[config.mk]
export PLATFORM = sky130hd
export DESIGN_NAME = lsw_sync_width
export DESIGN_NICKNAME = d
export VERILOG_FILES = /design/src/rtl/lsw_pkg.sv /design/src/rtl/lsw_pulse.sv /design/src/rtl/lsw_sync_width.sv /design/src/rtl/lsw_width_reg.sv
export SDC_FILE = /design/constraint.sdc
export NUM_CORES = 1
export LEC_CHECK = 0
export ABC_AREA = 1
export BUFFER_PORTS_ARGS = -buffer_cell sky130_fd_sc_hd__buf_4
export CAP_MARGIN = 20
export CORE_MARGIN = 2
export CORE_UTILIZATION = 60
export DETAILED_ROUTE_END_ITERATION = 10
export GPL_TIMING_DRIVEN = 0
export HOLD_SLACK_MARGIN = 0.15
export PLACE_DENSITY = 0.95
export SYNTH_ARGS = -nofsm -noshare
export SYNTH_HDL_FRONTEND = slang
export SYNTH_SLANG_ARGS = --single-unit
[constraint.sdc]
create_clock -name i_ref_clk -period 2.2 [get_ports i_ref_clk]
set_input_delay 0.33 -clock i_ref_clk [delete_from_list [all_inputs] [get_ports i_ref_clk]]
set_output_delay 0.33 -clock i_ref_clk [all_outputs]
set_load 0.02 [all_outputs]
[src/rtl/lsw_pkg.sv]
package lsw_pkg;

   // Bus and field widths
   localparam int LSW_AW = 8;
   localparam int LSW_DW = 32;
   localparam int LSW_IW = 6;
   localparam int LSW_BW = 8;
   localparam int LSW_WW = 10;
   localparam int LSW_HI_FIELD_W = 4;
   localparam int LSW_HI_BITS = 2;
   localparam int LSW_IDX_LSB = 2;

   // Register indices; byte address is four times the index
   localparam logic [5:0] LSW_IDX_MODE = 6'h10;
   localparam logic [5:0] LSW_IDX_OUT_CFG = 6'h18;
   localparam logic [5:0] LSW_IDX_HSA_LO = 6'h2c;
   localparam logic [5:0] LSW_IDX_HSA_HI = 6'h2d;
   localparam logic [5:0] LSW_IDX_HSB_LO = 6'h2e;
   localparam logic [5:0] LSW_IDX_HSB_HI = 6'h2f;
   localparam logic [5:0] LSW_IDX_VSA_LO = 6'h30;
   localparam logic [5:0] LSW_IDX_VSA_HI = 6'h31;
   localparam logic [5:0] LSW_IDX_STATUS = 6'h3f;

   // Field positions
   localparam int LSW_MODE_LSB = 5;
   localparam int LSW_MODE_MSB = 6;
   localparam int LSW_SINGLE_BIT = 4;

   // Input channel mode codes
   localparam logic [1:0] LSW_MODE_DUAL0 = 2'h0;
   localparam logic [1:0] LSW_MODE_DUAL1 = 2'h1;
   localparam logic [1:0] LSW_MODE_INDEP = 2'h2;

   // Reset values
   localparam logic [7:0] LSW_RST_BYTE = 8'h00;
   localparam logic [3:0] LSW_RST_NIB = 4'h0;
   localparam logic [1:0] LSW_RST_MODE = 2'h0;
   localparam logic [9:0] LSW_WIDTH_ONE = 10'h001;
   localparam logic [9:0] LSW_WIDTH_ZERO = 10'h000;

   // How the channel B sync outputs are sourced
   typedef enum logic [1:0] {
      LSW_ROUTE_SINGLE,
      LSW_ROUTE_MIRROR,
      LSW_ROUTE_INDEP,
      LSW_ROUTE_OFF
   } lsw_route_t;

   // The three pulse widths in use
   typedef struct packed {
      logic [9:0] hs_a;
      logic [9:0] vs_a;
      logic [9:0] hs_b;
   } lsw_widths_t;

endpackage

[src/rtl/lsw_pulse.sv]
`timescale 1ns/1ps
module lsw_pulse
   import lsw_pkg::*;
(
   input wire logic i_ref_clk,
   input wire logic i_resetn,
   input wire logic i_start,
   input wire logic i_tick,
   input wire logic [LSW_WW-1:0] i_width,
   output logic o_pulse
);

   logic [LSW_WW-1:0] cnt;
   logic [LSW_WW-1:0] seen;
   logic [LSW_WW-1:0] lat_w;

   ////////////////////////////////////////////////////////////////////
   // Pulse rises on start, falls after width ticks; a zero width
   // gives no pulse at all. A new start restarts the count.
   always_ff @(posedge i_ref_clk or negedge i_resetn)
   begin
      if (!i_resetn)
      begin
         o_pulse <= 1'b0;
         cnt <= LSW_WIDTH_ZERO;
      end
      else if (i_start)
      begin
         o_pulse <= (i_width != LSW_WIDTH_ZERO);
         cnt <= i_width;
      end
      else if (o_pulse && i_tick)
      begin
         if (cnt == LSW_WIDTH_ONE)
            o_pulse <= 1'b0;
         cnt <= cnt - LSW_WIDTH_ONE;
      end
   end

   ////////////////////////////////////////////////////////////////////
   // Checking aid: ticks seen while high, against the width taken
   always_ff @(posedge i_ref_clk or negedge i_resetn)
   begin
      if (!i_resetn)
      begin
         seen <= LSW_WIDTH_ZERO;
         lat_w <= LSW_WIDTH_ZERO;
      end
      else if (i_start)
      begin
         seen <= LSW_WIDTH_ZERO;
         lat_w <= i_width;
      end
      else if (o_pulse && i_tick)
         seen <= seen + LSW_WIDTH_ONE;
   end
endmodule // lsw_pulse

[src/rtl/lsw_sync_width.sv]
`timescale 1ns/1ps
module lsw_sync_width
   import lsw_pkg::*;
(
   input wire logic i_ref_clk,
   input wire logic i_resetn,
   input wire logic [LSW_AW-1:0] i_avs_address,
   input wire logic i_avs_read,
   input wire logic i_avs_write,
   input wire logic [LSW_DW-1:0] i_avs_writedata,
   input wire logic [3:0] i_avs_byteenable,
   output logic [LSW_DW-1:0] o_avs_readdata,
   output logic o_avs_waitrequest,
   input wire logic i_line_start_a,
   input wire logic i_frame_start_a,
   input wire logic i_line_start_b,
   input wire logic i_frame_start_b,
   output logic o_hsync_a,
   output logic o_vsync_a,
   output logic o_hsync_b,
   output logic o_vsync_b
);

   logic [LSW_IW-1:0] idx;
   logic req;
   logic wr_fire;
   logic rd_fire;
   logic wr_byte;
   logic [1:0] chan_mode;
   logic single_out;
   lsw_route_t route;
   lsw_widths_t widths;
   logic [LSW_BW-1:0] hsa_lo;
   logic [LSW_HI_FIELD_W-1:0] hsa_hi;
   logic [LSW_BW-1:0] hsb_lo;
   logic [LSW_HI_FIELD_W-1:0] hsb_hi;
   logic [LSW_BW-1:0] vsa_lo;
   logic [LSW_HI_FIELD_W-1:0] vsa_hi;
   logic hs_a_p;
   logic vs_a_p;
   logic hs_b_p;
   logic hs_b_start;
   logic [LSW_DW-1:0] next_readdata;

   ////////////////////////////////////////////////////////////////////
   // Bus decode; the two low address bits are ignored
   assign idx = i_avs_address[LSW_AW-1:LSW_IDX_LSB];
   assign req = i_avs_read || i_avs_write;
   // A request fires at the edge where waitrequest is seen low
   assign wr_fire = i_avs_write && !o_avs_waitrequest;
   assign rd_fire = i_avs_read && !o_avs_waitrequest;
   // Registers are one byte wide and live in lane 0 only
   assign wr_byte = wr_fire && i_avs_byteenable[0];

   ////////////////////////////////////////////////////////////////////
   // Waitrequest: high while idle, low for one cycle per request.
   // One fixed wait state keeps read data a clean flop output.
   always_ff @(posedge i_ref_clk or negedge i_resetn)
   begin
      if (!i_resetn)
         o_avs_waitrequest <= 1'b1;
      else if (req && o_avs_waitrequest)
         o_avs_waitrequest <= 1'b0;
      else
         o_avs_waitrequest <= 1'b1;
   end

   ////////////////////////////////////////////////////////////////////
   // Mode and output configuration; only the bits this block uses
   always_ff @(posedge i_ref_clk or negedge i_resetn)
   begin
      if (!i_resetn)
      begin
         chan_mode <= LSW_RST_MODE;
         single_out <= 1'b0;
      end
      else if (wr_byte && idx == LSW_IDX_MODE)
         chan_mode <= i_avs_writedata[LSW_MODE_MSB:LSW_MODE_LSB];
      else if (wr_byte && idx == LSW_IDX_OUT_CFG)
         single_out <= i_avs_writedata[LSW_SINGLE_BIT];
   end

   ////////////////////////////////////////////////////////////////////
   // Width register pairs
   lsw_width_reg #(
      .LO_IDX(LSW_IDX_HSA_LO),
      .HI_IDX(LSW_IDX_HSA_HI)
   ) u_hsa_reg (
      .i_ref_clk(i_ref_clk),
      .i_resetn(i_resetn),
      .i_wr(wr_byte),
      .i_idx(idx),
      .i_wdata(i_avs_writedata[LSW_BW-1:0]),
      .o_lo(hsa_lo),
      .o_hi(hsa_hi),
      .o_width(widths.hs_a)
   );

   lsw_width_reg #(
      .LO_IDX(LSW_IDX_HSB_LO),
      .HI_IDX(LSW_IDX_HSB_HI)
   ) u_hsb_reg (
      .i_ref_clk(i_ref_clk),
      .i_resetn(i_resetn),
      .i_wr(wr_byte),
      .i_idx(idx),
      .i_wdata(i_avs_writedata[LSW_BW-1:0]),
      .o_lo(hsb_lo),
      .o_hi(hsb_hi),
      .o_width(widths.hs_b)
   );

   lsw_width_reg #(
      .LO_IDX(LSW_IDX_VSA_LO),
      .HI_IDX(LSW_IDX_VSA_HI)
   ) u_vsa_reg (
      .i_ref_clk(i_ref_clk),
      .i_resetn(i_resetn),
      .i_wr(wr_byte),
      .i_idx(idx),
      .i_wdata(i_avs_writedata[LSW_BW-1:0]),
      .o_lo(vsa_lo),
      .o_hi(vsa_hi),
      .o_width(widths.vs_a)
   );

   ////////////////////////////////////////////////////////////////////
   // Route selection; mode 11 in dual output leaves channel B quiet
   always_comb
   begin
      if (single_out)
         route = LSW_ROUTE_SINGLE;
      else if (chan_mode == LSW_MODE_INDEP)
         route = LSW_ROUTE_INDEP;
      else if (chan_mode == LSW_MODE_DUAL0 ||
               chan_mode == LSW_MODE_DUAL1)
         route = LSW_ROUTE_MIRROR;
      else
         route = LSW_ROUTE_OFF;
   end

   ////////////////////////////////////////////////////////////////////
   // Pulse generators. Triggers come from timing logic on this clock,
   // so they are used without synchronisers.
   lsw_pulse u_hs_a (
      .i_ref_clk(i_ref_clk),
      .i_resetn(i_resetn),
      .i_start(i_line_start_a),
      .i_tick(1'b1),
      .i_width(widths.hs_a),
      .o_pulse(hs_a_p)
   );

   // Vertical width counts line starts, not pixel clocks
   lsw_pulse u_vs_a (
      .i_ref_clk(i_ref_clk),
      .i_resetn(i_resetn),
      .i_start(i_frame_start_a),
      .i_tick(i_line_start_a),
      .i_width(widths.vs_a),
      .o_pulse(vs_a_p)
   );

   // Channel B widths only ever start a pulse in independent mode
   assign hs_b_start = i_line_start_b && route == LSW_ROUTE_INDEP;

   lsw_pulse u_hs_b (
      .i_ref_clk(i_ref_clk),
      .i_resetn(i_resetn),
      .i_start(hs_b_start),
      .i_tick(1'b1),
      .i_width(widths.hs_b),
      .o_pulse(hs_b_p)
   );

   ////////////////////////////////////////////////////////////////////
   // Channel A outputs, one flop after the generators
   always_ff @(posedge i_ref_clk or negedge i_resetn)
   begin
      if (!i_resetn)
      begin
         o_hsync_a <= 1'b0;
         o_vsync_a <= 1'b0;
      end
      else
      begin
         o_hsync_a <= hs_a_p;
         o_vsync_a <= vs_a_p;
      end
   end

   ////////////////////////////////////////////////////////////////////
   // Channel B outputs. Mirror copies A; in independent mode the
   // vertical width of B lives elsewhere, so vsync B stays low here
   // and the B frame trigger is unused.
   always_ff @(posedge i_ref_clk or negedge i_resetn)
   begin
      if (!i_resetn)
      begin
         o_hsync_b <= 1'b0;
         o_vsync_b <= 1'b0;
      end
      else
      begin
         case (route)
            LSW_ROUTE_MIRROR:
            begin
               o_hsync_b <= hs_a_p;
               o_vsync_b <= vs_a_p;
            end
            LSW_ROUTE_INDEP:
            begin
               o_hsync_b <= hs_b_p;
               o_vsync_b <= 1'b0;
            end
            default:
            begin
               o_hsync_b <= 1'b0;
               o_vsync_b <= 1'b0;
            end
         endcase
      end
   end

   ////////////////////////////////////////////////////////////////////
   // Read mux; reserved bits and unmapped indices read zero
   always_comb
   begin
      next_readdata = '0;
      case (idx)
         LSW_IDX_MODE:
            next_readdata[LSW_MODE_MSB:LSW_MODE_LSB] = chan_mode;
         LSW_IDX_OUT_CFG:
            next_readdata[LSW_SINGLE_BIT] = single_out;
         LSW_IDX_HSA_LO: next_readdata[LSW_BW-1:0] = hsa_lo;
         LSW_IDX_HSA_HI:
            next_readdata[LSW_HI_FIELD_W-1:0] = hsa_hi;
         LSW_IDX_HSB_LO: next_readdata[LSW_BW-1:0] = hsb_lo;
         LSW_IDX_HSB_HI:
            next_readdata[LSW_HI_FIELD_W-1:0] = hsb_hi;
         LSW_IDX_VSA_LO: next_readdata[LSW_BW-1:0] = vsa_lo;
         LSW_IDX_VSA_HI:
            next_readdata[LSW_HI_FIELD_W-1:0] = vsa_hi;
         LSW_IDX_STATUS:
            next_readdata[5:0] = {o_vsync_b, o_hsync_b, o_vsync_a,
                                  o_hsync_a, route};
         default: next_readdata = '0;
      endcase
   end

   // Captured in the wait cycle so data stand when waitrequest drops
   always_ff @(posedge i_ref_clk or negedge i_resetn)
   begin
      if (!i_resetn)
         o_avs_readdata <= '0;
      else if (i_avs_read && o_avs_waitrequest)
         o_avs_readdata <= next_readdata;
   end
endmodule // lsw_sync_width

[src/rtl/lsw_width_reg.sv]
`timescale 1ns/1ps
module lsw_width_reg
   import lsw_pkg::*;
#(
   parameter logic [5:0] LO_IDX = 6'h00,
   parameter logic [5:0] HI_IDX = 6'h01
)
(
   input wire logic i_ref_clk,
   input wire logic i_resetn,
   input wire logic i_wr,
   input wire logic [LSW_IW-1:0] i_idx,
   input wire logic [LSW_BW-1:0] i_wdata,
   output logic [LSW_BW-1:0] o_lo,
   output logic [LSW_HI_FIELD_W-1:0] o_hi,
   output logic [LSW_WW-1:0] o_width
);

   ////////////////////////////////////////////////////////////////////
   // Low byte and high nibble, written one byte at a time
   always_ff @(posedge i_ref_clk or negedge i_resetn)
   begin
      if (!i_resetn)
      begin
         o_lo <= LSW_RST_BYTE;
         o_hi <= LSW_RST_NIB;
      end
      else if (i_wr && i_idx == LO_IDX)
         o_lo <= i_wdata;
      else if (i_wr && i_idx == HI_IDX)
         o_hi <= i_wdata[LSW_HI_FIELD_W-1:0];
   end

   // Only two bits of the nibble reach the width; the rest reads back
   assign o_width = {o_hi[LSW_HI_BITS-1:0], o_lo};

endmodule // lsw_width_reg

==> flow_metrics.tcl <==
set metrics [dict create \
    status "complete, no violations" \
    area_growth_pct 15.0 \
    cts_setup_buffers 0 \
    finClkSkew_ns 0.00578 \
    synth.top_cell.area_share_pct 44.3 \
    cp_slowest_cell "dlygate4sd3_1" \
    worstPathArrival_ns 1.95 \
    path_max_fanout 10 \
    finalHoldViolCount 0 \
    yosys_warnings 0 \
    clock_sinks 85 \
    cts_tree "built" \
    regArea_um2 2130 \
    synth_cell_types 38 \
    grt_pass1_wl_mm 19.8 \
    vias 4422 \
    cts-root-buf "clkbuf_8" \
    hold_class "input port to flip-flop" \
    dr.pass1.iters 6 \
    utilization_pct 70.9 \
    ff2ff_path_depth 7 \
    setup_violations 0 \
    drcViolationCount 0 \
    cp_top_family "buffers and inverters" \
    fin_cells 779 \
    path_clk_slew_ns 0.08 \
    synthCells 601 \
    grt-ovfl-total 0 \
    initial_utilization_pct 61.7 \
    maxCapViolCount 0 \
    io_pins 89 \
    cts_resized 0 \
    detail_route.iter0.violations 404 \
    r2r_end "u_hs_b.cnt[4]" \
    first_global_vias 4188 \
    cts.hold.buffers_added 2 \
    hold_path.startpoint "i_frame_start_a" \
    syn_area_um2 4740 \
    dp.cells 759 \
    min_path_cells 3 \
    insertedDiodeCount 0 \
    rows 32 \
    cts_buffers 9 \
    wl_per_cell_um 15.5 \
    ir_drop_mv 0.605 \
    crit_type "input port to flip-flop" \
    max_freq_mhz 585 \
    crit_chain "dlygate4sd3_1 > buf_4 > nand2_1 > nor2_4 > nand3_2 > buf_6 > nand2_1 > o21ai_2" \
    synth-seq-cells 85 \
    slew_headroom_pct 63.6 \
    drive_gt1_share_pct 16.5 \
    yosysTopAreaCell "dfrtp_1" \
    drtAntennaViolNets 0 \
    rsz0062_at_grt "no" \
    fin_tns_setup_ns 0 \
    synth.avg_cell_area_um2 7.89 \
    fin_crit_ns 1.71 \
    htreeDepth 3 \
    p_leak_nw 2.80 \
    routabilityCongestion 0.938 \
    fin_nets 730 \
    core_um2 7690 \
    holdPathEnd "u_vs_a.cnt[8]" \
    die_x_um 92.9 \
    dieHeight_um 92.9 \
    grtUsageTotal_pct 29.6 \
    tightest_slew_ns 0.544 \
    wl_mm 12.1 \
    synthTopCellsByArea "dfrtp_1 (44%), nand2_1 (12%), nand3_1 (6.3%)" \
    dpl.hpwl_mm 8.93 \
    grt_max_degree 86 \
    cts.path.max_buffers 2 \
    cpMostUsedCell "nand2_1" \
    power_density_nw_per_um2 872 \
    multiInputGateArea_um2 2200 \
    nFillCells 614 \
    antenna_found_initial 0 \
    end_kind "flip-flop" \
    die_area_um2 8630 \
    insertion_delay_ns 0.37 \
    r2r-start "chan_mode[1]" \
    rrSetupSlack_ns 0.53 \
    critPathRequiredTime_ns 2.44 \
    crit_path_start_kind "input port" \
    critPathBufInv 3 \
    drv_slew 0 \
    portBuffers 33 \
    viasPerCell 5.68 \
    synth-seq-area-share_pct 44.9 \
    finalCritPeriodShare_pct 77.7 \
    slowest_delay_ns 0.53 \
]
==> how the worst max path moves through the flow <==
stage / slack, ns / start / cells past startpoint / endpoint
floorplan: 0.92 / u_vs_a.cnt[0] / 7 / u_vs_a.cnt[6]
global placement: 0.59 / i_avs_address[6] / 9 / o_avs_readdata[3]
detailed placement: 0.58 / i_avs_address[6] / 9 / o_avs_readdata[3]
CTS: 0.51 / i_avs_write / 8 / u_hsb_reg.o_lo[6]
global route: 0.42 / i_avs_write / 8 / u_hsb_reg.o_lo[6]
finish: 0.49 / i_avs_write / 8 / u_hsb_reg.o_lo[6]
==> Yosys cell counts (all sizes together) <==
| library cell | instances |
|---|---|
| a21o | 1 |
| a21oi | 7 |
| a22oi | 8 |
| a31oi | 2 |
| buf | 29 |
| clkbuf | 1 |
| clkinv | 3 |
| conb | 1 |
| dfrtp | 84 |
| dfstp | 1 |
| ha | 6 |
| inv | 67 |
| nand2 | 161 |
| nand3 | 63 |
| nand3b | 1 |
| nand4 | 12 |
| nor2 | 62 |
| nor3 | 5 |
| nor4 | 1 |
| o211ai | 8 |
| o21ai | 59 |
| o21bai | 2 |
| o221ai | 5 |
| o22ai | 2 |
| o311ai | 1 |
| xnor2 | 2 |
| xor2 | 7 |
==> cells by family after synthesis <==
logic type	synth area share [%]
other	0.0791
DFF	44.9
AOI/OAI and AO/OA	12.9
adders and majority gates	1.58
xor gates and xnor gates	1.66
and+or+nand+nor	28.5
buffers and inverters	10.4
==> worst register-to-register path, stage by stage, from the launching register on <==
cell and delay [ns]:
dfrtp_1 0.42, inv_1 0.07, nor2_1 0.26, nand3_2 0.23
nand2_1 0.22, inv_2 0.10, o21ai_1 0.10, o221ai_1 0.14
==> metrics by stage <==
step | instance area [um2] | worst slack (ns) | total power, mW | hold slack [ns]
after floorplan | 4830 | 0.917 | 3.17 | 0.0344
after global placement | 5200 | 0.589 | 3.50 | 0.412
after detailed placement | 5200 | 0.581 | 3.63 | 0.429
after CTS | 5420 | 0.507 | 4.73 | 0.200
after global routing | 5450 | 0.420 | 5.07 | 0.283
final | 5450 | 0.490 | 4.76 | 0.270
==> placed cells by master (no fill, tap or decap), drive strengths merged, types with 2 or more instances in the layout <==
cell and instances:
nand2 161, dfrtp 84, inv 67, nand3 63, buf 63, nor2 62, o21ai 59, conb 24
clkbuf 13, nand4 12, o211ai 8, a22oi 8, a21oi 7, xor2 7, ha 6, o221ai 5
nor3 5, clkinv 5, dlygate4sd3 3, o22ai 2, o21bai 2, a31oi 2, xnor2 2
==> layer usage <==
| layer | GRT usage [%] | part of all wire (%) | routed length, um |
|---|---|---|---|
| met1 | 37.8 | 41 | 4960 |
| met2 | 48.9 | 48 | 5810 |
| met3 | 3.58 | 6.1 | 730 |
| met4 | 16.7 | 4.6 | 552 |
| met5 | 0 | 0 | 0 |
==> area by class of cell <==
type / count / share of cell area, %
Inverter: 70 / 4.82
Timing Repair Buffer: 37 / 5.60
Tap cell: 102 / 2.34
Buffer: 30 / 4.27
Clock buffer: 12 / 2.66
Sequential cell: 85 / 39.0
Multi-Input combinational cell: 439 / 40.4
Clock inverter: 4 / 0.872
==> sequential cells by signal (all words and copies together), names as in the netlist, 2 cells and up <==
| signal | flops |
|---|---|
| u_hsb_reg.o_lo | 8 |
| u_hsa_reg.o_lo | 8 |
| u_vsa_reg.o_hi | 4 |
| u_hs_a.cnt | 10 |
| u_vsa_reg.o_lo | 8 |
| u_hsa_reg.o_hi | 4 |
| u_hs_b.cnt | 10 |
| chan_mode | 2 |
| u_hsb_reg.o_hi | 4 |
| o_avs_readdata | 8 |
| u_vs_a.cnt | 10 |
==> where the power goes <==
| group | total, mW | switching, mW | internal (mW) |
|---|---|---|---|
| logic | 1.58 | 1.02 | 0.564 |
| registers | 2.07 | 0.244 | 1.83 |
| clock network | 1.10 | 0.548 | 0.553 |
| total | 4.76 | 1.81 | 2.95 |
(Power assumes the default switching activity.)
